`src/pac_consts.svh`:
```
// register offsets, field positions, reset values and seeds of the packet engine
`ifndef PAC_CONSTS_SVH
`define PAC_CONSTS_SVH
`define PAC_OFS_PLEN 6'h06
`define PAC_OFS_CTL1 6'h07
`define PAC_OFS_CTL0 6'h08
`define PAC_OFS_ADDR 6'h09
`define PAC_OFS_STAT 6'h38
`define PAC_RST_PLEN 8'hFF
`define PAC_RST_CTL1 8'h04
`define PAC_RST_CTL0 8'h45
`define PAC_RST_ADDR 8'h00
`define PAC_CTL1_RSV_BIT 4
`define PAC_CTL0_RSV_BIT 7
`define PAC_CTL1_WMASK 8'hEF
`define PAC_CTL0_WMASK 8'h7F
`define PAC_BCAST_LO 8'h00
`define PAC_BCAST_HI 8'hFF
`define PAC_CRC_SEED 16'hFFFF
`define PAC_CRC_POLY 16'h8005
`define PAC_LEGACY_POLY 16'h1021
`define PAC_PN9_SEED 9'h1FF
`define PAC_PQ_MAX 5'h1F
`endif

```
`src/pac_pkg.sv`:
```
// types shared by the packet engine
package pac_pkg;
   typedef enum logic [1:0] {FMT_FIFO = 2'b00, FMT_SYNC = 2'b01, FMT_PN9 = 2'b10, FMT_ASYNC = 2'b11} pac_fmt_t;
   typedef enum logic [1:0] {LEN_FIXED = 2'b00, LEN_VAR = 2'b01, LEN_INF = 2'b10, LEN_RSV = 2'b11} pac_len_t;
   typedef enum logic [1:0] {AF_NONE = 2'b00, AF_OWN = 2'b01, AF_B00 = 2'b10, AF_B00FF = 2'b11} pac_afilt_t;
   typedef enum logic [2:0] {RX_HUNT = 3'b000, RX_LEN = 3'b001, RX_DATA = 3'b010, RX_CRC = 3'b011,
      RX_ST1 = 3'b100, RX_ST2 = 3'b101} pac_rx_st_t;
   typedef enum logic [2:0] {TX_IDLE = 3'b000, TX_DATA = 3'b001, TX_CRC = 3'b010, TX_END = 3'b011,
      TX_PN = 3'b100} pac_tx_st_t;
   typedef struct packed {
      logic [2:0] pq_thr;
      logic rsv;
      logic flush;
      logic append;
      pac_afilt_t afilt;
   } pac_ctl1_t;
   typedef struct packed {
      logic rsv;
      logic white;
      pac_fmt_t fmt;
      logic compat;
      logic crc_en;
      pac_len_t len;
   } pac_ctl0_t;
endpackage

```
`src/pac_engine.sv`:
```
// packet engine: tx byte fifo, register file, receive and transmit packet handling
`timescale 1ns/1ps
`include "pac_consts.svh"

// ***************************************
// tx byte buffer
// ***************************************
module pac_fifo #(
   parameter int W = 8,
   parameter int D = 8
) (
   // clock and reset
   input wire logic clk,
   input wire logic rst_n,
   // fill side
   input wire logic in_valid,
   output logic in_ready,
   input wire logic [W-1:0] in_data,
   // drain side
   output logic out_valid,
   input wire logic out_ready,
   output logic [W-1:0] out_data
);
   localparam int AW = $clog2(D);
   logic [W-1:0] mem [D];
   logic [AW:0] wr_r, wr_nxt, rd_r, rd_nxt;
   // depth must be a power of two: the wrap bit tells full from empty
   assign in_ready = !((wr_r[AW] != rd_r[AW]) && (wr_r[AW-1:0] == rd_r[AW-1:0]));
   assign out_valid = (wr_r != rd_r);
   assign out_data = mem[rd_r[AW-1:0]];
   // pointer advance
   always_comb
   begin
      wr_nxt = wr_r + (AW+1)'(in_valid && in_ready);
      rd_nxt = rd_r + (AW+1)'(out_valid && out_ready);
   end
   // pointers and storage
   always_ff @(posedge clk or negedge rst_n)
   begin
      if (!rst_n)
      begin
         wr_r <= '0;
         rd_r <= '0;
      end
      else
      begin
         wr_r <= wr_nxt;
         rd_r <= rd_nxt;
      end
   end
   always_ff @(posedge clk)
   begin
      if (in_valid && in_ready)
         mem[wr_r[AW-1:0]] <= in_data;
   end
endmodule

// ***************************************
// packet engine top
// ***************************************
module pac_engine #(
   parameter int TXQ_DEPTH = 8
) (
   // clock and reset
   input wire logic sys_clk,
   input wire logic rst_n,
   // register port
   input wire logic reg_we,
   input wire logic [5:0] reg_addr,
   input wire logic [7:0] reg_wdata,
   output logic [7:0] reg_rdata,
   // receive bitstream from demodulator
   input wire logic rx_enable,
   input wire logic rx_bit_valid,
   input wire logic rx_bit,
   input wire logic rx_sync_found,
   input wire logic [7:0] rx_rssi,
   input wire logic [6:0] rx_lqi,
   // receive bytes toward rx fifo, serial output pin
   output logic rx_byte_valid,
   output logic [7:0] rx_byte,
   output logic rx_flush,
   output logic rx_crc_ok,
   output logic rx_serial_data,
   // transmit bytes from host
   input wire logic tx_byte_valid,
   output logic tx_byte_ready,
   input wire logic [7:0] tx_byte,
   // transmit bitstream to modulator, serial input pin
   input wire logic tx_start,
   input wire logic tx_bit_req,
   output logic tx_bit_avail,
   output logic tx_bit,
   output logic tx_busy,
   output logic tx_underflow,
   input wire logic gp_output_0_in
);
   // crc over one byte, msb first; legacy mode swaps the polynomial
   function automatic logic [15:0] crc_byte(input logic [15:0] c, input logic [7:0] d, input logic legacy);
      logic [15:0] x;
      logic fb;
      x = c;
      fb = 1'b0;
      for (int i = 7; i >= 0; i--)
      begin
         fb = x[15] ^ d[i];
         x = {x[14:0], 1'b0} ^ (fb ? (legacy ? `PAC_LEGACY_POLY : `PAC_CRC_POLY) : 16'h0000);
      end
      return x;
   endfunction
   function automatic logic [8:0] pn9_step(input logic [8:0] p);
      return {p[0] ^ p[5], p[8:1]};
   endfunction
   function automatic logic [8:0] pn9_adv8(input logic [8:0] p);
      logic [8:0] x;
      x = p;
      for (int i = 0; i < 8; i++)
         x = pn9_step(x);
      return x;
   endfunction

   // ***************************************
   // registers
   // ***************************************
   pac_pkg::pac_ctl1_t c1;
   pac_pkg::pac_ctl0_t c0;
   logic [7:0] ctl1_r, ctl1_nxt, ctl0_r, ctl0_nxt, plen_r, plen_nxt, addr_r, addr_nxt;
   logic rx_busy;
   assign c1 = pac_pkg::pac_ctl1_t'(ctl1_r);
   assign c0 = pac_pkg::pac_ctl0_t'(ctl0_r);
   // reserved bits are masked off on write so they always read zero
   always_comb
   begin
      ctl1_nxt = ctl1_r;
      ctl0_nxt = ctl0_r;
      plen_nxt = plen_r;
      addr_nxt = addr_r;
      if (reg_we)
      begin
         unique case (reg_addr)
            `PAC_OFS_CTL1: ctl1_nxt = reg_wdata & `PAC_CTL1_WMASK;
            `PAC_OFS_CTL0: ctl0_nxt = reg_wdata & `PAC_CTL0_WMASK;
            `PAC_OFS_PLEN: plen_nxt = reg_wdata;
            `PAC_OFS_ADDR: addr_nxt = reg_wdata;
            default: ;
         endcase
      end
   end
   always_ff @(posedge sys_clk or negedge rst_n)
   begin
      if (!rst_n)
      begin
         ctl1_r <= `PAC_RST_CTL1;
         ctl0_r <= `PAC_RST_CTL0;
         plen_r <= `PAC_RST_PLEN;
         addr_r <= `PAC_RST_ADDR;
      end
      else
      begin
         ctl1_r <= ctl1_nxt;
         ctl0_r <= ctl0_nxt;
         plen_r <= plen_nxt;
         addr_r <= addr_nxt;
      end
   end
   // read mux; unmapped offsets read zero
   always_comb
   begin
      unique case (reg_addr)
         `PAC_OFS_CTL1: reg_rdata = ctl1_r;
         `PAC_OFS_CTL0: reg_rdata = ctl0_r;
         `PAC_OFS_PLEN: reg_rdata = plen_r;
         `PAC_OFS_ADDR: reg_rdata = addr_r;
         `PAC_OFS_STAT: reg_rdata = {5'h00, rx_crc_ok, tx_busy, rx_busy};
         default: reg_rdata = 8'h00;
      endcase
   end

   // ***************************************
   // receive path
   // ***************************************
   pac_pkg::pac_rx_st_t rst_r, rst_nxt;
   logic [4:0] pq_r, pq_nxt;
   logic prev_r, prev_nxt, first_r, first_nxt, ok_r, ok_nxt, ser_r, ser_nxt;
   logic [7:0] rsh_r, rsh_nxt, rrem_r, rrem_nxt, rbyte_r, rbyte_nxt;
   logic [2:0] rbc_r, rbc_nxt;
   logic [15:0] rcrc_r, rcrc_nxt, rcrc_upd;
   logic [8:0] rpn_r, rpn_nxt;
   logic rvld_r, rvld_nxt, flush_r, flush_nxt, rok_r, rok_nxt;
   logic [7:0] rin, dbyte;
   logic done_byte, addr_ok, sync_ok;
   assign rin = {rsh_r[6:0], rx_bit};
   assign dbyte = c0.white ? (rin ^ rpn_r[7:0]) : rin;
   assign rcrc_upd = crc_byte(rcrc_r, dbyte, c0.compat);
   assign done_byte = rx_bit_valid && (rbc_r == 3'h7);
   assign sync_ok = (pq_r >= {c1.pq_thr, 2'b00});
   assign rx_busy = (rst_r != pac_pkg::RX_HUNT);
   // address filter against own address and broadcasts
   always_comb
   begin
      unique case (c1.afilt)
         pac_pkg::AF_NONE: addr_ok = 1'b1;
         pac_pkg::AF_OWN: addr_ok = (dbyte == addr_r);
         pac_pkg::AF_B00: addr_ok = (dbyte == addr_r) || (dbyte == `PAC_BCAST_LO);
         pac_pkg::AF_B00FF: addr_ok = (dbyte == addr_r) || (dbyte == `PAC_BCAST_LO) || (dbyte == `PAC_BCAST_HI);
      endcase
   end
   // receive next state
   always_comb
   begin
      {rst_nxt, pq_nxt, prev_nxt, first_nxt, ok_nxt, ser_nxt} = {rst_r, pq_r, prev_r, first_r, ok_r, ser_r};
      {rsh_nxt, rrem_nxt, rbc_nxt, rcrc_nxt, rpn_nxt, rok_nxt} = {rsh_r, rrem_r, rbc_r, rcrc_r, rpn_r, rok_r};
      rbyte_nxt = rbyte_r;
      rvld_nxt = 1'b0;
      flush_nxt = 1'b0;
      if (rx_bit_valid)
      begin
         prev_nxt = rx_bit;
         if (rx_bit != prev_r)
            pq_nxt = (pq_r == `PAC_PQ_MAX) ? pq_r : pq_r + 5'h01;
         else
            pq_nxt = (pq_r == 5'h00) ? pq_r : pq_r - 5'h01;
         if (c0.fmt == pac_pkg::FMT_SYNC || c0.fmt == pac_pkg::FMT_ASYNC)
            ser_nxt = rx_bit;
      end
      if (rst_r != pac_pkg::RX_HUNT && !rx_enable)
         rst_nxt = pac_pkg::RX_HUNT;
      else
      begin
         if (rx_bit_valid && (rst_r == pac_pkg::RX_LEN || rst_r == pac_pkg::RX_DATA || rst_r == pac_pkg::RX_CRC))
         begin
            rsh_nxt = rin;
            rbc_nxt = rbc_r + 3'h1;
         end
         if (done_byte)
         begin
            rpn_nxt = pn9_adv8(rpn_r);
            rcrc_nxt = rcrc_upd;
         end
         unique case (rst_r)
            pac_pkg::RX_HUNT:
            begin
               // serial formats bypass the packet engine; pn9 format receives normally
               if (rx_enable && rx_sync_found && sync_ok && !c0.fmt[0])
               begin
                  rbc_nxt = 3'h0;
                  rcrc_nxt = `PAC_CRC_SEED;
                  rpn_nxt = `PAC_PN9_SEED;
                  first_nxt = (c1.afilt != pac_pkg::AF_NONE);
                  rrem_nxt = plen_r;
                  rst_nxt = (c0.len == pac_pkg::LEN_VAR) ? pac_pkg::RX_LEN : pac_pkg::RX_DATA;
               end
            end
            pac_pkg::RX_LEN:
               if (done_byte)
               begin
                  // oversize or empty length aborts the packet
                  if (dbyte == 8'h00 || dbyte > plen_r)
                  begin
                     flush_nxt = 1'b1;
                     rst_nxt = pac_pkg::RX_HUNT;
                  end
                  else
                  begin
                     rvld_nxt = 1'b1;
                     rbyte_nxt = dbyte;
                     rrem_nxt = dbyte;
                     rst_nxt = pac_pkg::RX_DATA;
                  end
               end
            pac_pkg::RX_DATA:
               if (done_byte)
               begin
                  first_nxt = 1'b0;
                  rvld_nxt = 1'b1;
                  rbyte_nxt = dbyte;
                  if (first_r && !addr_ok)
                  begin
                     flush_nxt = 1'b1;
                     rst_nxt = pac_pkg::RX_HUNT;
                  end
                  else if (c0.len != pac_pkg::LEN_INF)
                  begin
                     rrem_nxt = rrem_r - 8'h01;
                     if (rrem_r == 8'h01)
                     begin
                        ok_nxt = 1'b1;
                        rrem_nxt = 8'h02;
                        rst_nxt = c0.crc_en ? pac_pkg::RX_CRC : pac_pkg::RX_ST1;
                     end
                  end
               end
            pac_pkg::RX_CRC:
               if (done_byte)
               begin
                  rrem_nxt = rrem_r - 8'h01;
                  if (rrem_r == 8'h01)
                  begin
                     ok_nxt = (rcrc_upd == 16'h0000);
                     rst_nxt = pac_pkg::RX_ST1;
                  end
               end
            pac_pkg::RX_ST1:
            begin
               rvld_nxt = c1.append;
               rbyte_nxt = rx_rssi;
               rst_nxt = pac_pkg::RX_ST2;
            end
            pac_pkg::RX_ST2:
            begin
               rvld_nxt = c1.append;
               rbyte_nxt = {ok_r, rx_lqi};
               rok_nxt = ok_r;
               flush_nxt = c0.crc_en && !ok_r && c1.flush;
               rst_nxt = pac_pkg::RX_HUNT;
            end
            default: rst_nxt = pac_pkg::RX_HUNT;
         endcase
      end
   end
   always_ff @(posedge sys_clk or negedge rst_n)
   begin
      if (!rst_n)
      begin
         {rst_r, pq_r, prev_r, first_r, ok_r, ser_r} <= {pac_pkg::RX_HUNT, 5'h00, 4'h0};
         {rsh_r, rrem_r, rbc_r, rcrc_r, rpn_r, rok_r} <= {8'h00, 8'h00, 3'h0, `PAC_CRC_SEED, `PAC_PN9_SEED, 1'b0};
         {rbyte_r, rvld_r, flush_r} <= {8'h00, 2'b00};
      end
      else
      begin
         {rst_r, pq_r, prev_r, first_r, ok_r, ser_r} <= {rst_nxt, pq_nxt, prev_nxt, first_nxt, ok_nxt, ser_nxt};
         {rsh_r, rrem_r, rbc_r, rcrc_r, rpn_r, rok_r} <= {rsh_nxt, rrem_nxt, rbc_nxt, rcrc_nxt, rpn_nxt, rok_nxt};
         {rbyte_r, rvld_r, flush_r} <= {rbyte_nxt, rvld_nxt, flush_nxt};
      end
   end
   assign {rx_byte_valid, rx_byte, rx_flush, rx_crc_ok, rx_serial_data} = {rvld_r, rbyte_r, flush_r, rok_r, ser_r};

   // ***************************************
   // transmit path
   // ***************************************
   pac_pkg::pac_tx_st_t tst_r, tst_nxt;
   logic [7:0] tsh_r, tsh_nxt, trem_r, trem_nxt, q_data, tld;
   logic [2:0] tbc_r, tbc_nxt;
   logic [15:0] tcrc_r, tcrc_nxt;
   logic [8:0] tpn_r, tpn_nxt;
   logic have_r, have_nxt, tfirst_r, tfirst_nxt, uf_r, uf_nxt, q_valid, q_ready;
   pac_fifo #(.W(8), .D(TXQ_DEPTH)) u_txq (.clk(sys_clk), .rst_n(rst_n), .in_valid(tx_byte_valid),
      .in_ready(tx_byte_ready), .in_data(tx_byte), .out_valid(q_valid), .out_ready(q_ready), .out_data(q_data));
   // the queue drains only when the shifter is empty, so a slow modulator backs up to the host
   assign q_ready = (tst_r == pac_pkg::TX_DATA) && !have_r;
   assign tld = (tst_r == pac_pkg::TX_CRC) ? tcrc_r[15:8] : q_data;
   always_comb
   begin
      {tst_nxt, tsh_nxt, trem_nxt, tbc_nxt, tcrc_nxt, tpn_nxt} = {tst_r, tsh_r, trem_r, tbc_r, tcrc_r, tpn_r};
      {have_nxt, tfirst_nxt} = {have_r, tfirst_r};
      uf_nxt = 1'b0;
      if (have_r && tx_bit_req)
      begin
         tsh_nxt = {tsh_r[6:0], 1'b0};
         tbc_nxt = tbc_r + 3'h1;
         have_nxt = (tbc_r != 3'h7);
      end
      if (tst_r == pac_pkg::TX_PN && tx_bit_req)
         tpn_nxt = pn9_step(tpn_r);
      // byte load: whitened copy goes out, crc runs on the plain byte
      if (!have_r && ((q_valid && q_ready) || tst_r == pac_pkg::TX_CRC))
      begin
         tsh_nxt = c0.white ? (tld ^ tpn_r[7:0]) : tld;
         tpn_nxt = pn9_adv8(tpn_r);
         have_nxt = 1'b1;
         tbc_nxt = 3'h0;
      end
      unique case (tst_r)
         pac_pkg::TX_IDLE:
            if (tx_start)
            begin
               tcrc_nxt = `PAC_CRC_SEED;
               tpn_nxt = `PAC_PN9_SEED;
               trem_nxt = plen_r;
               tfirst_nxt = (c0.len == pac_pkg::LEN_VAR);
               if (c0.fmt == pac_pkg::FMT_FIFO)
                  tst_nxt = pac_pkg::TX_DATA;
               else if (c0.fmt == pac_pkg::FMT_PN9)
                  tst_nxt = pac_pkg::TX_PN;
            end
         pac_pkg::TX_DATA:
            if (!have_r && q_valid)
            begin
               tcrc_nxt = crc_byte(tcrc_r, q_data, c0.compat);
               tfirst_nxt = 1'b0;
               trem_nxt = tfirst_r ? q_data : trem_r - 8'h01;
               if (c0.len != pac_pkg::LEN_INF && (tfirst_r ? (q_data == 8'h00) : (trem_r == 8'h01)))
               begin
                  trem_nxt = 8'h02;
                  tst_nxt = c0.crc_en ? pac_pkg::TX_CRC : pac_pkg::TX_END;
               end
            end
            else if (!have_r && (c0.len == pac_pkg::LEN_INF ? !tx_start : tx_bit_req))
            begin
               uf_nxt = (c0.len != pac_pkg::LEN_INF);
               tst_nxt = pac_pkg::TX_IDLE;
            end
         pac_pkg::TX_CRC:
            if (!have_r)
            begin
               tcrc_nxt = {tcrc_r[7:0], 8'h00};
               trem_nxt = trem_r - 8'h01;
               if (trem_r == 8'h01)
                  tst_nxt = pac_pkg::TX_END;
            end
         pac_pkg::TX_END:
            if (!have_r)
               tst_nxt = pac_pkg::TX_IDLE;
         pac_pkg::TX_PN:
            if (!tx_start)
               tst_nxt = pac_pkg::TX_IDLE;
         default: tst_nxt = pac_pkg::TX_IDLE;
      endcase
   end
   always_ff @(posedge sys_clk or negedge rst_n)
   begin
      if (!rst_n)
      begin
         {tst_r, tsh_r, trem_r, tbc_r, tcrc_r, tpn_r} <= {pac_pkg::TX_IDLE, 19'h00000, `PAC_CRC_SEED, `PAC_PN9_SEED};
         {have_r, tfirst_r, uf_r} <= 3'h0;
      end
      else
      begin
         {tst_r, tsh_r, trem_r, tbc_r, tcrc_r, tpn_r} <= {tst_nxt, tsh_nxt, trem_nxt, tbc_nxt, tcrc_nxt, tpn_nxt};
         {have_r, tfirst_r, uf_r} <= {have_nxt, tfirst_nxt, uf_nxt};
      end
   end
   // serial formats pass the pin straight to the modulator
   always_comb
   begin
      unique case (c0.fmt)
         pac_pkg::FMT_FIFO: {tx_bit, tx_bit_avail} = {tsh_r[7], have_r};
         pac_pkg::FMT_PN9: {tx_bit, tx_bit_avail} = {tpn_r[0], tst_r == pac_pkg::TX_PN};
         default: {tx_bit, tx_bit_avail} = {gp_output_0_in, 1'b1};
      endcase
   end
   assign tx_busy = (tst_r != pac_pkg::TX_IDLE);
   assign tx_underflow = uf_r;

   // ***************************************
   // checks
   // ***************************************
   pq_rise_a: assert property (@(posedge sys_clk) disable iff (!rst_n)
      rx_bit_valid && rx_bit != prev_r && pq_r != 5'h1F |=> pq_r == $past(pq_r) + 5'h01)
      else $error("preamble counter did not rise");
   sync_gate_a: assert property (@(posedge sys_clk) disable iff (!rst_n)
      rst_r == pac_pkg::RX_HUNT ##1 rst_r != pac_pkg::RX_HUNT |-> $past(pq_r) >= {$past(c1.pq_thr), 2'b00})
      else $error("sync accepted below threshold");
   bad_flush_a: assert property (@(posedge sys_clk) disable iff (!rst_n)
      rst_r == pac_pkg::RX_ST2 && c0.crc_en && !ok_r && c1.flush && rx_enable |=> rx_flush)
      else $error("bad crc packet not flushed");
   status_bytes_a: assert property (@(posedge sys_clk) disable iff (!rst_n)
      rst_r == pac_pkg::RX_ST1 && c1.append && rx_enable |=> rx_byte_valid && rx_byte == $past(rx_rssi)
      ##1 rx_byte_valid && rx_byte[7] == rx_crc_ok)
      else $error("status bytes missing");
   addr_drop_a: assert property (@(posedge sys_clk) disable iff (!rst_n)
      rst_r == pac_pkg::RX_DATA && rx_enable && first_r && done_byte && !addr_ok |=> rx_flush && !rx_busy)
      else $error("foreign address not dropped");
   rsv_zero_a: assert property (@(posedge sys_clk) disable iff (!rst_n)
      !ctl1_r[`PAC_CTL1_RSV_BIT] && !ctl0_r[`PAC_CTL0_RSV_BIT])
      else $error("reserved bit set");
   serial_tx_a: assert property (@(posedge sys_clk) disable iff (!rst_n)
      c0.fmt[0] |-> tx_bit == gp_output_0_in && tx_bit_avail)
      else $error("serial tx not from pin");
   len_max_a: assert property (@(posedge sys_clk) disable iff (!rst_n)
      rst_r == pac_pkg::RX_LEN && rx_enable && done_byte && dbyte > plen_r |=> !rx_busy && rx_flush)
      else $error("oversize length accepted");
endmodule

```
`config.mk`:
```
export PLATFORM = sky130hd
export DESIGN_NAME = pac_engine
export DESIGN_NICKNAME = d
export VERILOG_FILES = /design/src/pac_pkg.sv /design/src/pac_engine.sv
export VERILOG_INCLUDE_DIRS = /design/src
export SDC_FILE = /design/constraint.sdc
export NUM_CORES = 1
export LEC_CHECK = 0
export ABC_AREA = 1
export BUFFER_PORTS_ARGS = -buffer_cell sky130_fd_sc_hd__buf_2
export CORE_UTILIZATION = 30
export CTS_CLUSTER_DIAMETER = 200
export CTS_CLUSTER_SIZE = 10
export DETAILED_ROUTE_END_ITERATION = 8
export PLACE_DENSITY = 0.5
export SLEW_MARGIN = 20
export SYNTH_ARGS = -nofsm -noshare
export SYNTH_HDL_FRONTEND = slang
export SYNTH_SLANG_ARGS = --single-unit
```
`constraint.sdc`:
```
create_clock -name sys_clk -period 5.2 [get_ports sys_clk]
set_input_delay 1.04 -clock sys_clk [delete_from_list [all_inputs] [get_ports sys_clk]]
set_output_delay 1.04 -clock sys_clk [all_outputs]
set_load 0.005 [all_outputs]
```
After elaboration in Yosys (flattened, before gate mapping)
Memory sizes are Yosys's and may differ from the RTL's.
Cells that the tools add are included.
{ "classes": {"add_sub_neg": 8, "magnitude_cmp": 2, "n_eq_ne": 61, "n_mux": 123, "n_bitwise": 51, "reduce_logical": 68} }
{ "op_table": {"columns": ["cell", "count"], "rows": [
  ["16-bit 2-to-1 mux", 23],
  ["16-bit bitwise XOR", 16],
  ["8-bit 2-to-1 mux", 19],
  ["3-bit 2-to-1 mux", 25],
  ["8-bit one-hot mux with 4 select lines", 2],
  ["9-bit 2-to-1 mux", 7],
  ["16-bit one-hot mux with 3 select lines", 1],
  ["8-bit one-hot mux with 5 select lines", 1],
  ["1-bit bitwise XOR", 32],
  ["3-bit one-hot mux with 5 select lines", 2],
  ["1-bit 2-to-1 mux", 29],
  ["2-bit != test (second input constant)", 13],
  ["8-bit one-hot mux with 3 select lines", 1],
  ["1-bit logical AND", 19],
  ["3-bit != test (second input constant)", 6],
  ["8-bit by 1-bit equality test with 1-bit output (second input constant)", 2],
  ["16-bit logical NOT", 1],
  ["8-bit logical NOT", 2],
  ["8-bit AND reduction", 2],
  ["8-bit by 1-bit subtractor with 8-bit output (second input constant)", 2],
  ["8-bit bitwise XOR", 2],
  ["5-bit 2-to-1 mux", 3],
  ["2-bit AND reduction", 7],
  ["3-bit by 2-bit equality test with 1-bit output (second input constant)", 4],
  ["42 further kinds", 92]
]} }
{ "totals": {"regBits": 154, "ramBits": 64, "inputBits": 48, "output_inout_bits": 25, "wordCells": 344, "n_memories": 1} }
{ "memory_table": {"columns": ["name", "depth", "width", "rd", "rd_ports_with_merged_regs", "wr", "line_no", "text"], "rows": [
  ["u_txq.mem", 8, 8, 1, 0, 1, "pac_engine.sv:25", "logic [W-1:0] mem [D];"]
]} }

Longest topological paths before layout
Gate-level depths: netlist (run 1).
{ "depth": {"depth_word": 30, "depth_mapped": 31, "mapped_depth_nobuf": 31} }

Cells and area by module
Synthesis (run 1) repeated with hierarchy kept, for this count alone.
{ "unflattened": {"hier_cells": 1533, "area_unflattened_um2": 12854.8} }
{ "modules_own_cells": {"columns": ["module", "n_inst", "cells_per_inst", "area_per_inst_um2", "seq_area_each_um2"], "rows": [
  ["pac_engine", 1, 1275, 9789.4, 3731.1],
  ["pac_fifo", 1, 258, 3065.4, 2122.0]
]} }

Worst setup path after synthesis (run 1)
No wires, ideal clock.
{ "synth_timing": {"path_kind": "input to register", "start": "in rx_bit", "end": "reg rbyte_r[7], in the netlist rx_byte[7]", "setup_ps": 88, "t_arrival_ps": 3108, "required_ps": 5112, "setup_slack_ps": 2003, "cell_stages": 12, "path_buffers": 1, "path_cell_list": "inv_1 > nand3_1 > nand2_1 > inv_1 > ha_1 > nand3_1 > o21ai_0 > a21oi_1 > nor4_1 > clkbuf_1 > nor2_1 > a41oi_1"} }
{ "synth_via": {"elab_chain_len": 6, "elab_cells_between_ends": 7, "classes_between": "order compare: 1; eq/ne: 1; mux: 1; bitwise: 1; reduce/logical: 3"} }
{ "synth_rtl": {"columns": ["item", "line_no", "text"], "rows": [
  ["from (decl)", "pac_engine.sv:75", "input wire logic rx_bit,"],
  ["8-bit bitwise XOR", "pac_engine.sv:193", "assign dbyte = c0.white ? (rin ^ rpn_r[7:0]) : rin;"],
  ["8-bit 2-to-1 mux (*)", "pac_engine.sv:193", null],
  ["8-bit > comparator or 8-bit logical NOT (tied branches)", "pac_engine.sv:258", "if (dbyte == 8'h00 || dbyte > plen_r)"],
  ["1-bit logical OR (*)", "pac_engine.sv:258", null],
  ["2-bit != test (no source line) (*)", null, null],
  ["5-bit AND reduction (no source line) (*)", null, null],
  ["to (signal assigned)", "pac_engine.sv:327", "{rbyte_r, rvld_r, flush_r} <= {8'h00, 2'b00};"],
  ["to (signal assigned)", "pac_engine.sv:333", "{rbyte_r, rvld_r, flush_r} <= {rbyte_nxt, rvld_nxt, flush_nxt};"],
  ["to (decl)", "pac_engine.sv:185", "logic [7:0] rsh_r, rsh_nxt, rrem_r, rrem_nxt, rbyte_r, rbyte_nxt;"]
]} }
Mark *: on every way between the ends. The rest lies on a longest branch, timed or not.
A chain may end at the register's enable or synchronous reset.

Final worst setup path (run 1)
{ "layout_timing": {"start": "reg u_txq.rd_r[1]", "end": "reg tcrc_r[5]"} }
{ "layout_via": {"elab_chain_len": 27, "elab_cells_between_ends": 31, "classes_between": "eq/ne: 2; mux: 10; bitwise: 16; reduce/logical: 2; memory: 1"} }
{ "layout_rtl": {"columns": ["item", "line_no", "text"], "rows": [
  ["from (decl)", "pac_engine.sv:26", "logic [AW:0] wr_r, wr_nxt, rd_r, rd_nxt;"],
  ["from (signal assigned)", "pac_engine.sv:48", "rd_r <= rd_nxt;"],
  ["memory read 8 x 8 bit", null, null],
  ["1-bit bitwise XOR", "pac_engine.sv:106", "fb = x[15] ^ d[i];"],
  ["16-bit 2-to-1 mux", "pac_engine.sv:107", "x = {x[14:0], 1'b0} ^ (fb ? (legacy ? `PAC_LEGACY_POLY : `PAC_CRC_POLY) : 16'h0000);"],
  ["16-bit bitwise XOR", "pac_engine.sv:107", null],
  ["1-bit bitwise XOR", "pac_engine.sv:106", null],
  ["16-bit 2-to-1 mux", "pac_engine.sv:107", null],
  ["16-bit bitwise XOR", "pac_engine.sv:107", null],
  ["1-bit bitwise XOR", "pac_engine.sv:106", null],
  ["(+11 left out)", null, null],
  ["1-bit bitwise XOR", "pac_engine.sv:106", null],
  ["16-bit 2-to-1 mux", "pac_engine.sv:107", null],
  ["16-bit bitwise XOR", "pac_engine.sv:107", null],
  ["1-bit bitwise XOR", "pac_engine.sv:106", null],
  ["16-bit 2-to-1 mux", "pac_engine.sv:107", null],
  ["16-bit bitwise XOR", "pac_engine.sv:107", null],
  ["16-bit 2-to-1 mux", "pac_engine.sv:387", "if (!have_r && q_valid)"],
  ["16-bit one-hot mux with 3 select lines", "pac_engine.sv:373", "unique case (tst_r)"],
  ["to (signal assigned)", "pac_engine.sv:424", "{tst_r, tsh_r, trem_r, tbc_r, tcrc_r, tpn_r} <= {pac_pkg::TX_IDLE, 19'h00000, `PAC_CRC_SEED, `PAC_PN9_SEED};"],
  ["to (signal assigned)", "pac_engine.sv:429", "{tst_r, tsh_r, trem_r, tbc_r, tcrc_r, tpn_r} <= {tst_nxt, tsh_nxt, trem_nxt, tbc_nxt, tcrc_nxt, tpn_nxt};"],
  ["to (decl)", "pac_engine.sv:344", "logic [15:0] tcrc_r, tcrc_nxt;"]
]} }
Several ways; a longest one is shown, not always the timed one. The select of a mux whose other input is x is not followed.

==> reports/metrics.cfg, run 1 <==
[status]
status = finished clean

[timing]
final_period_minus_worst_setup_slack_ps = 4100
final.setup_skew_ps = 14.8
final_report_hold_violation_count = 0
finalCritPeriodShare = 0.789
timing.fmax_mhz = 244
drv_slew = 0
setup-violations-final = 0
transition_time_at_the_pin_with_the_least_slew_margin_ps = 996
fin_setup_tns_ps = 0
timing.max_slew.rel_slack = 0.333
rsz_0062_raised_after_global_routing = false

[layout]
synthToLayoutAreaGrowth_pct = 12.9
insertedDiodeCount = 0
final_layout_size_suffix_gt1_frac = 0.153
layout.cells.non_filler = 2141
final_core_density = 0.343
layout.nets = 1658

[global_routing]
number_of_global_route_vias_before_repair = 10423
gr-usage-met1 = 0.249
global_route.peak_usage_layer = met2
grt_remaining_overflow = 0
use_met3 = 0.0190
use_met2 = 0.266
groute.usage.overall = 0.171
grt_first_pass_wirelength_mm = 59.0
grt_start_max_net_pins = 83
antenna_found_initial = 0

[critical_path]
critical_path.reg2reg.startpoint = u_txq.rd_r[1]$_DFF_PN0_
critical-path-top-cell-by-count = nand2_1
critPathLaunch = u_txq.rd_r[1]$_DFF_PN0_
required_ps = 5660
slowest_stage = dfrtp_1
worst_stage_delay_on_the_critical_path_ps = 880
crit_type = reg -> reg
crit_arrival_ps = 4570
startpoint_type = flop
crit_fanout = 22
critPathCaptureType = flop

[synthesis]
synth_ff_type = dfrtp_1
seq_area_frac_synth = 0.459
edff_count_synth = 64
synth.cell_area_um2 = 12800
syn_nets = 1595
synthDominantCellAreaShare = 0.180
postSynthAreaPerCell_um2 = 8.39
synth_warn = 0
synth_cells = 1520
synth_async_sr_flop_share = 0.706
synth_cell_types = 56
netlist.top_cell.by_area = dfrtp_1
post_synth_main_area_contributors = dfrtp_1 18%, edfxtp_1 15%, dfstp_2 13%
synth_seq_cells = 218

[floorplan]
die-height_um = 208
fp-row-count = 75
design.die.area_um2 = 43400
initial_core_utilization = 0.304
placeableCoreArea_um2 = 41900
design.portCount = 73
die-width_um = 208

[clock_network]
clock_latency_ps = 540
h-tree-depth = 1
cts-buffers-inserted = 25
max_clock_buf_depth = 3
cts.root.buffer_cell = clkbuf_16
cts_setup_buffers = 0
clkSlewWorstSetupHoldPaths_ps = 60
tritoncts = built
cts_num_sinks = 218
cts_hold_buffers = 0
ctsResizeCount = 0

[placed_design]
placement.io_buffers = 72
placed_cells_incl_taps = 2095
detailed_place_hpwl_mm = 26.3
place_congestion = 0.847

[drt]
initialDrtViolationCount = 874
viasPerCell = 4.98
routed_wl_mm = 36.8
route.antenna.remaining_nets = 0
detailed_route_via_count = 10662
average_routed_wire_per_standard_cell_um = 17.2
post-route-drc-count = 0
detailedRoute.firstPassIterationCount = 4

[run]
drv.max_cap_violation_count = 0

[hold_path]
hold_class = reg -> reg
hold_path_startpoint = u_txq.wr_r[3]$_DFF_PN0_

[power_and_ir_drop]
max-vdd-ir-drop_v = 0.000454
leakage_nw = 6.46
power_per_cell_area_nw_per_um2 = 646

## layout make-up
| cell class | instances | area, um2 |
|---|---|---|
| sequential | 218 | 5850 |
| fill | 4341 | 27500 |
| inverter | 210 | 792 |
| tap | 539 | 674 |
| clock buffer | 45 | 711 |
| clock inverter | 1 | 8.76 |
| timing repair buffer | 86 | 472 |
| multi-input combinational | 1042 | 5890 |
## registers in the layout, summed over array words and instances (netlist names), 7 cells and up
signal	count
tpn_r	9
c0	7
tsh_r	8
rsh_r	7
rpn_r	9
plen_r	8
rx_byte	8
addr_r	8
rrem_r	8
rcrc_r	16
trem_r	8
c1	7
u_txq.mem	64
tcrc_r	16
## synthesized netlist by cell type (13+ instances only)
cell type and instances:
nor3_1 15, o211ai_1 22, a21oi_1 60, nand3_2 17
o21ai_0 133, dfstp_2 62, xnor2_1 19, nand2_1 298
xor2_1 64, a22oi_1 27, nand3_1 77, edfxtp_1 64
nor2_1 129, o221ai_1 13, nand2_2 23, ha_1 26
clkbuf_1 31, o22ai_1 13, dfrtp_1 92, nand4_1 17
inv_1 200
## worst max-delay path: cells and delay by family (launching register included)
| family | cells | cell delay (ps) |
|---|---|---|
| buffers and inverters | 1 | 470 |
| flip-flops | 1 | 880 |
| AND/OR/NAND/NOR | 24 | 2550 |
| AO/OA/AOI/OAI | 1 | 130 |
## cells by family (layout without fill, tap and decap cells)
| kind of cell | Yosys count | in the layout | synth area share |
|---|---|---|---|
| and+or+nand+nor | 593 | 593 | 0.207 |
| AOI/OAI and AO/OA | 329 | 329 | 0.159 |
| buffers and inverters | 260 | 342 | 0.0807 |
| DFF | 218 | 218 | 0.459 |
| xor gates and xnor gates | 85 | 85 | 0.0604 |
| adders and majority gates | 27 | 27 | 0.0271 |
| muxes | 8 | 8 | 0.00706 |
## layout by cell type (no fill, tap or decap), types with 7 or more instances in the layout
cell type / instances
nand2_1: 298
inv_1: 200
o21ai_0: 133
nor2_1: 128
dfrtp_1: 92
nand3_1: 77
buf_2: 71
xor2_1: 64
edfxtp_1: 64
dfstp_2: 62
a21oi_1: 60
a22oi_1: 27
ha_1: 26
clkbuf_16: 25
nand2_2: 23
o211ai_1: 22
xnor2_1: 19
clkbuf_1: 19
nand3_2: 17
nand4_1: 17
nor3_1: 14
buf_4: 14
o22ai_1: 13
o221ai_1: 13
a221oi_1: 9
o2111ai_1: 9
mux2_2: 8
a31oi_1: 7
a41oi_1: 7
## metrics by stage
stage	instance area, um2	power, mW	hold slack (ps)	worst slack (ps)
after floorplan	12800	6.37	451	2000
after global placement	13700	7.65	472	1230
after detailed placement	13700	7.69	472	1150
after CTS	14400	9.37	493	1110
after global routing	14400	10.1	498	693
final	14400	9.30	487	1100
## per-layer routing
layer	share of wire	wire (um)	up-vias
li1	-	-	5250
met2	0.45	16400	223
met1	0.50	18400	5150
met3	0.036	1320	39
met5	0	0	-
met4	0.020	739	0
## final timing paths
path	end	depth (start not counted)	slack [ps]
max	tcrc_r[5]$_DFFE_PN1P_	26	1100
min	u_txq.wr_r[3]$_DFF_PN0_	1	490
max reg2reg	tcrc_r[5]$_DFFE_PN1P_	26	1100
min reg2reg	u_txq.wr_r[3]$_DFF_PN0_	1	490
max in group asynchronous	plen_r[3]$_DFFE_PN1P_	2	3490
min in group asynchronous	rx_byte[1]$_DFFE_PN0P_	1	530
## power breakdown
| part | internal [mW] | total (mW) | leakage (nW) | switching, mW |
|---|---|---|---|---|
| clock | 0.916 | 1.63 | 0.342 | 0.711 |
| combinational | 1.62 | 4.79 | 3.77 | 3.17 |
| sequential | 2.41 | 2.88 | 2.35 | 0.470 |
No activity file was read; power rests on OpenSTA's default activity.
==> run 2, diff against run 1 <==
clock period = 3.89 ns   (was 5.2 ns; I/O delays follow)
==> run 2 against run 1 <==
Against the previous run:
- die area unchanged
- flip-flop and latch count is the same
- global-route usage increased by 0.24 points
- count of clock-buffer cells in the layout shrank 1
- clock skew increased by 14 ps
- critical path depth shrank 3
- setup slack got worse by 730 ps
- worst hold slack got worse by 270 ps
- via count rose by 2.7%
- final cell count grew 1.4%
==> reports/metrics.cfg, run 2 (synthesis gave the netlist of run 1 again) <==
[floorplan]
design.die.area_um2 = 43400  ; unchanged
fp-row-count = 75  ; unchanged
die-height_um = 208  ; unchanged
initial_core_utilization = 0.304  ; unchanged
design.portCount = 73  ; unchanged
placeableCoreArea_um2 = 41900  ; unchanged
die-width_um = 208  ; unchanged

[run]
drv.max_cap_violation_count = 0  ; unchanged

[critical_path]
crit-reg2reg-capture = ok_r$_DFFE_PN0P_  ; was tcrc_r[5]$_DFFE_PN1P_
startpoint_type = flop  ; unchanged
critPathCaptureType = flop  ; unchanged
crit_arrival_ps = 4000  ; was 4570 ps
crit_type = reg -> reg  ; unchanged
rr_worst_depth = 23  ; was 26
regToRegSetupSlack_ps = 370  ; was 1100 ps
crit_fanout = 10  ; was 22
critical_path.reg2reg.startpoint = c0[6]$_DFFE_PN1P_  ; was u_txq.rd_r[1]$_DFF_PN0_
crit_path_cell_trace = nand2_1, nand2_2, nand2_4, xor2_2, inv_1, nand2_2, nand3_2, nand2_2, nand2_2, nand2_2, nand2_2, nand3_2, nand3_1, nand3_2, nand3_1, nand3_2, nand3_2, nand3_4, nand3_4, nand3_2, xor2_1, nand3_1, a21oi_2
required_ps = 4360  ; was 5660 ps
slowest_stage = dfstp_2  ; was dfrtp_1
worst_stage_delay_on_the_critical_path_ps = 650  ; was 880 ps

[global_routing]
grt_start_max_net_pins = 68  ; was 83
grt_first_pass_wirelength_mm = 59.4  ; was 59.0 mm
grt_remaining_overflow = 0  ; unchanged
number_of_global_route_vias_before_repair = 10573  ; was 10423
groute.usage.overall = 0.173  ; was 0.171
antenna_found_initial = 0  ; unchanged

[drt]
route.antenna.remaining_nets = 0  ; unchanged
average_routed_wire_per_standard_cell_um = 17.4  ; was 17.2 um
post-route-drc-count = 0  ; unchanged
detailed_route_via_count = 10953  ; was 10662
viasPerCell = 5.05  ; was 4.98
detailedRoute.firstPassIterationCount = 5  ; was 4
initialDrtViolationCount = 750  ; was 874
routed_wl_mm = 37.7  ; was 36.8 mm

[clock_network]
max_clock_buf_depth = 3  ; unchanged
cts.root.buffer_cell = clkbuf_16  ; unchanged
cts_setup_buffers = 0  ; unchanged
cts-buffers-inserted = 25  ; unchanged
clock_latency_ps = 560  ; was 540 ps
ctsResizeCount = 0  ; unchanged
clkSlewWorstSetupHoldPaths_ps = 60  ; about the same
cts_num_sinks = 218  ; unchanged
cts_hold_buffers = 0  ; unchanged
tritoncts = built  ; unchanged
h-tree-depth = 1  ; unchanged

[placed_design]
detailed_place_hpwl_mm = 27.4  ; was 26.3 mm
placed_cells_incl_taps = 2123  ; was 2095
place_congestion = 0.905  ; was 0.847
placement.io_buffers = 72  ; unchanged

[layout]
synthToLayoutAreaGrowth_pct = 14.7  ; was 12.9%
mostFrequentLayoutCell = nand2_1  ; unchanged
final_layout_size_suffix_gt1_frac = 0.169  ; was 0.153
final_core_density = 0.349  ; was 0.343
top_library_cells_by_usage_in_the_layout_fill_and_taps_aside = 298 x nand2_1, 200 x inv_1, 133 x o21ai_0  ; unchanged
layout.cells.non_filler = 2170  ; was 2141
layout.nets = 1688  ; was 1658
insertedDiodeCount = 0  ; unchanged
fillers = 4316  ; was 4341
largest_reg_flops = 64  ; unchanged

[timing]
rsz_0062_raised_after_global_routing = false  ; unchanged
drv_slew = 0  ; unchanged
transition_time_at_the_pin_with_the_least_slew_margin_ps = 936  ; was 996 ps
final_report_hold_violation_count = 0  ; unchanged
final_period_minus_worst_setup_slack_ps = 3520  ; was 4100 ps
setup-violations-final = 0  ; unchanged
fin_setup_tns_ps = 0  ; unchanged
final.setup_skew_ps = 28.4  ; was 14.8 ps
finalCritPeriodShare = 0.906  ; was 0.789
holdWs_ps = 212  ; was 487 ps
timing.fmax_mhz = 284  ; was 244 MHz
timing.max_slew.rel_slack = 0.373  ; was 0.333

[status]
status = finished clean  ; unchanged

[hold_path]
hold_class = in -> async  ; was reg -> reg

[power_and_ir_drop]
leakage_nw = 6.61  ; was 6.46 nW
power_per_cell_area_nw_per_um2 = 864  ; was 646 nW/um2
post-layout-total-power_mw = 12.6  ; was 9.30 mW
max-vdd-ir-drop_v = 0.000443  ; was 0.000454 V

## run 2: changes by cell type in the layout (fill, tap and decap cells not counted), sizes merged
cell,previous run,this run
clkbuf,45,44
buf,86,116
## run 2: worst max-delay path: cells and delay by family, from the launching register on
family                 cells  cell delay [ps]
buffers and inverters      1               90
AO/OA/AOI/OAI              1              140
flip-flops                 1              650
AND/OR/NAND/NOR           19             2120
XOR/XNOR                   2              440
## run 2: where the power goes
part           switching, mW  total, mW  internal, mW  leakage, nW
sequential             0.558       3.78          3.22         2.35
combinational           4.35       6.65          2.29         3.92
clock                  0.992       2.21          1.22        0.341
## run 2: stage by stage
stage / cell area, um2 / setup slack, ps
2_1_floorplan: 12800 / 786
3_3_place_gp: 13900 / 481
3_5_place_dp: 13900 / 340
4_1_cts: 14600 / 303
5_1_grt: 14600 / 6.75
6_report: 14600 / 366
## run 2: area by class of cell
cell class	instances	area, um2	share of cell area
Inverter	210	792	0.0541
Clock buffer	44	707	0.0483
Clock inverter	1	8.76	0.000598
Sequential cell	218	5850	0.400
Timing Repair Buffer	116	709	0.0485
Multi-Input combinational cell	1042	5890	0.402
Tap cell	539	674	0.0461
## run 2: worst max-delay path by stage
| stage | start | to | slack [ps] |
|---|---|---|---|
| 5_1_grt | u_txq.rd_r[0]$_DFF_PN0_ | tcrc_r[2]$_DFFE_PN1P_ | 7 |
| 4_1_cts | c0[6]$_DFFE_PN1P_ | ok_r$_DFFE_PN0P_ | 300 |
| 3_5_place_dp | c0[6]$_DFFE_PN1P_ | ok_r$_DFFE_PN0P_ | 340 |
| 3_3_place_gp | c0[6]$_DFFE_PN1P_ | rrem_r[1]$_DFFE_PN0P_ | 480 |
| 2_1_floorplan | c0[6]$_DFFE_PN1P_ | rx_byte[7]$_DFFE_PN0P_ | 790 |
| 6_report | c0[6]$_DFFE_PN1P_ | ok_r$_DFFE_PN0P_ | 370 |
## run 2: per-layer routing
layer / vias to the layer above / wire [um] / track usage
li1: 5311 / - / -
met3: 67 / 2040 / 0.0261
met2: 290 / 16600 / 0.269
met1: 5285 / 18000 / 0.247
met5: - / 0 / 0
met4: 0 / 947 / 0.0554
==> run 3, diff against run 2 <==
CORE_UTILIZATION = 45   (was 30)
PLACE_DENSITY = 0.67   (was 0.5)
==> run 3 against run 2 <==
Against the previous run:
- first-iteration DRC count is 17% higher
- final area fell by 1.8%
- total power shrank 0.67%
- die area decreased by 33%
- non-clock buffer count decreased by 13
- flip-flop and latch count unchanged
- highest routed layer unchanged
==> reports/metrics.cfg, run 3 (synthesis gave the netlist of run 1 again) <==
[status]
status = finished clean  ; unchanged

[critical_path]
timing.critical_path.buf_inv = 1  ; unchanged
crit_arrival_ps = 4010  ; was 4000 ps
critPathLaunch = c0[6]$_DFFE_PN1P_  ; unchanged
crit_type = reg -> reg  ; unchanged
slowest_stage = dfstp_4  ; was dfstp_2
crit_fanout = 11  ; was 10
crit-reg2reg-capture = ok_r$_DFFE_PN0P_  ; unchanged
worst_stage_delay_on_the_critical_path_ps = 700  ; was 650 ps
crit_end = ok_r$_DFFE_PN0P_  ; unchanged
startpoint_type = flop  ; unchanged
critical_path.reg2reg.startpoint = c0[6]$_DFFE_PN1P_  ; unchanged
number_of_gates_on_the_worst_path_with_buffers_counted = 28  ; was 23
required_ps = 4370  ; was 4360 ps
rr_worst_depth = 28  ; was 23
critPathTopFamily = simple AND/OR/NAND/NOR gates  ; unchanged
regToRegSetupSlack_ps = 360  ; was 370 ps
critical-path-top-cell-by-count = nand2_2
critPathCaptureType = flop  ; unchanged

[global_routing]
groute.usage.overall = 0.245  ; was 0.173
grt_start_max_net_pins = 71  ; was 68
number_of_global_route_vias_before_repair = 10341  ; was 10573
antenna_found_initial = 0  ; unchanged
grt_first_pass_wirelength_mm = 55.7  ; was 59.4 mm
grt_remaining_overflow = 0  ; unchanged

[clock_network]
tritoncts = built  ; unchanged
max_clock_buf_depth = 3  ; unchanged
cts-buffers-inserted = 25  ; unchanged
cts.root.buffer_cell = clkbuf_16  ; unchanged
cts_hold_buffers = 0  ; unchanged
cts_num_sinks = 218  ; unchanged
h-tree-depth = 1  ; unchanged
clock_latency_ps = 550  ; was 560 ps
clkSlewWorstSetupHoldPaths_ps = 60  ; about the same

[floorplan]
die-width_um = 170  ; was 208 um
fp-row-count = 61  ; was 75
placeableCoreArea_um2 = 27900  ; was 41900 um2
initial_core_utilization = 0.458  ; was 0.304
design.die.area_um2 = 29000  ; was 43400 um2
die-height_um = 170  ; was 208 um
design.portCount = 73  ; unchanged

[timing]
timing.fmax_mhz = 283  ; was 284 MHz
transition_time_at_the_pin_with_the_least_slew_margin_ps = 970  ; was 936 ps
drv_slew = 0  ; unchanged
final_period_minus_worst_setup_slack_ps = 3530  ; was 3520 ps
holdWs_ps = 251  ; was 212 ps
setup-violations-final = 0  ; unchanged
final.setup_skew_ps = 15.8  ; was 28.4 ps
rsz_0062_raised_after_global_routing = false  ; unchanged
setup_slack_ps = 357  ; was 366 ps
fin_setup_tns_ps = 0  ; unchanged
final_report_hold_violation_count = 0  ; unchanged
timing.max_slew.rel_slack = 0.343  ; was 0.373
finalCritPeriodShare = 0.908  ; was 0.906

[run]
drv.max_cap_violation_count = 0  ; unchanged

[layout]
postLayoutCellArea_um2 = 14400  ; was 14600 um2
fillers = 2601  ; was 4316
final_layout_size_suffix_gt1_frac = 0.164  ; was 0.169
largest_reg_flops = 64  ; unchanged
top_library_cells_by_usage_in_the_layout_fill_and_taps_aside = 298 x nand2_1, 200 x inv_1, 133 x o21ai_0  ; unchanged
mostFrequentLayoutCell = nand2_1  ; unchanged
layout.nets = 1675  ; was 1688
synthToLayoutAreaGrowth_pct = 12.6  ; was 14.7%
insertedDiodeCount = 0  ; unchanged

[power_and_ir_drop]
p_clk_frac = 0.174  ; was 0.175
seqPwrFrac = 0.302  ; was 0.299
leakage_nw = 6.55  ; was 6.61 nW
max-vdd-ir-drop_v = 0.000374  ; was 0.000443 V
power_per_cell_area_nw_per_um2 = 874  ; was 864 nW/um2
swShare = 0.466  ; was 0.467
share_comb_of_total_power = 0.524  ; was 0.526
switching_power_mw = 5.85  ; was 5.91 mW
internal_power_mw = 6.71  ; was 6.74 mW

[drt]
detailedRoute.firstPassIterationCount = 5  ; unchanged
detailed_route_via_count = 11055  ; was 10953
post-route-drc-count = 0  ; unchanged
routed_wl_mm = 34.9  ; was 37.7 mm
initialDrtViolationCount = 880  ; was 750
average_routed_wire_per_standard_cell_um = 17.5  ; was 17.4 um
route.antenna.remaining_nets = 0  ; unchanged
viasPerCell = 5.54  ; was 5.05

[placed_design]
place_ws_ps = 313  ; was 340 ps
place_congestion = 0.958  ; was 0.905
dpl_cell_area_um2 = 13600  ; was 13900 um2
detailed_place_hpwl_mm = 25.1  ; was 27.4 mm
placement.io_buffers = 72  ; unchanged

[hold_path]
hold_class = in -> async  ; unchanged

[run 3: metrics by stage]
stage               utilization  instances  total power, mW
global route              0.516       1997             13.5
finish                    0.516       1997             12.6
global placement          0.489       1950             10.2
detailed placement        0.489       1950             10.3
floorplan                     -       1520             8.51
CTS                       0.515       1996             12.5
[run 3: how the worst min path moves through the flow]
stage                         start                endpoint  slack, ps  depth (start not counted)
6_report                      rst_n  rx_byte[3]$_DFFE_PN0P_        250                          1
5_1_grt                       rst_n  rx_byte[3]$_DFFE_PN0P_        300                          1
4_1_cts                       rst_n  rx_byte[3]$_DFFE_PN0P_        280                          1
3_5_place_dp   tbc_r[0]$_DFFE_PN0P_    tbc_r[0]$_DFFE_PN0P_        480                          1
3_3_place_gp   rsh_r[3]$_DFFE_PN0P_    rsh_r[4]$_DFFE_PN0P_        460                          2
2_1_floorplan  tbc_r[0]$_DFFE_PN0P_    tbc_r[0]$_DFFE_PN0P_        450                          1
[run 3: cell type report]
type | count | area (um2) | area share
Tap cell | 378 | 473 | 0.0329
Sequential cell | 218 | 5860 | 0.408
Multi-Input combinational cell | 1042 | 5900 | 0.411
Inverter | 210 | 792 | 0.0551
Clock buffer | 45 | 711 | 0.0495
Clock inverter | 1 | 20.0 | 0.00139
Timing Repair Buffer | 103 | 612 | 0.0426
[run 3: power by group through the flow]
| stage | clock network [mW] | logic, mW | registers (mW) |
|---|---|---|---|
| floorplan | 0 | 4.92 | 3.59 |
| global placement | 0 | 6.36 | 3.81 |
| detailed placement | 0 | 6.45 | 3.81 |
| CTS | 2.22 | 6.49 | 3.79 |
| global route | 2.30 | 7.35 | 3.89 |
| finish | 2.18 | 6.58 | 3.80 |
[run 3: layer usage]
metal  track usage  routed length, um  vias to the layer above
met2         0.375              15700                      398
met4        0.0905               1080                        0
met1         0.354              15800                     5292
met5             0                  0                        -
li1              -                  -                     5292
met3        0.0291               2270                       73
[run 3: worst register-to-register path: cells and delay by family, from the launching register on]
family	cells	cell delay (ps)
AND/OR/NAND/NOR	26	2560
flip-flops	1	700
AO/OA/AOI/OAI	1	130
buffers and inverters	1	90
[run 3: timing repair]
item | 4_1_cts | 5_1_grt
gates resized for setup | 0 | 3
endpoints found under the setup margin | 0 | 1
buffers inserted | 0 | 1
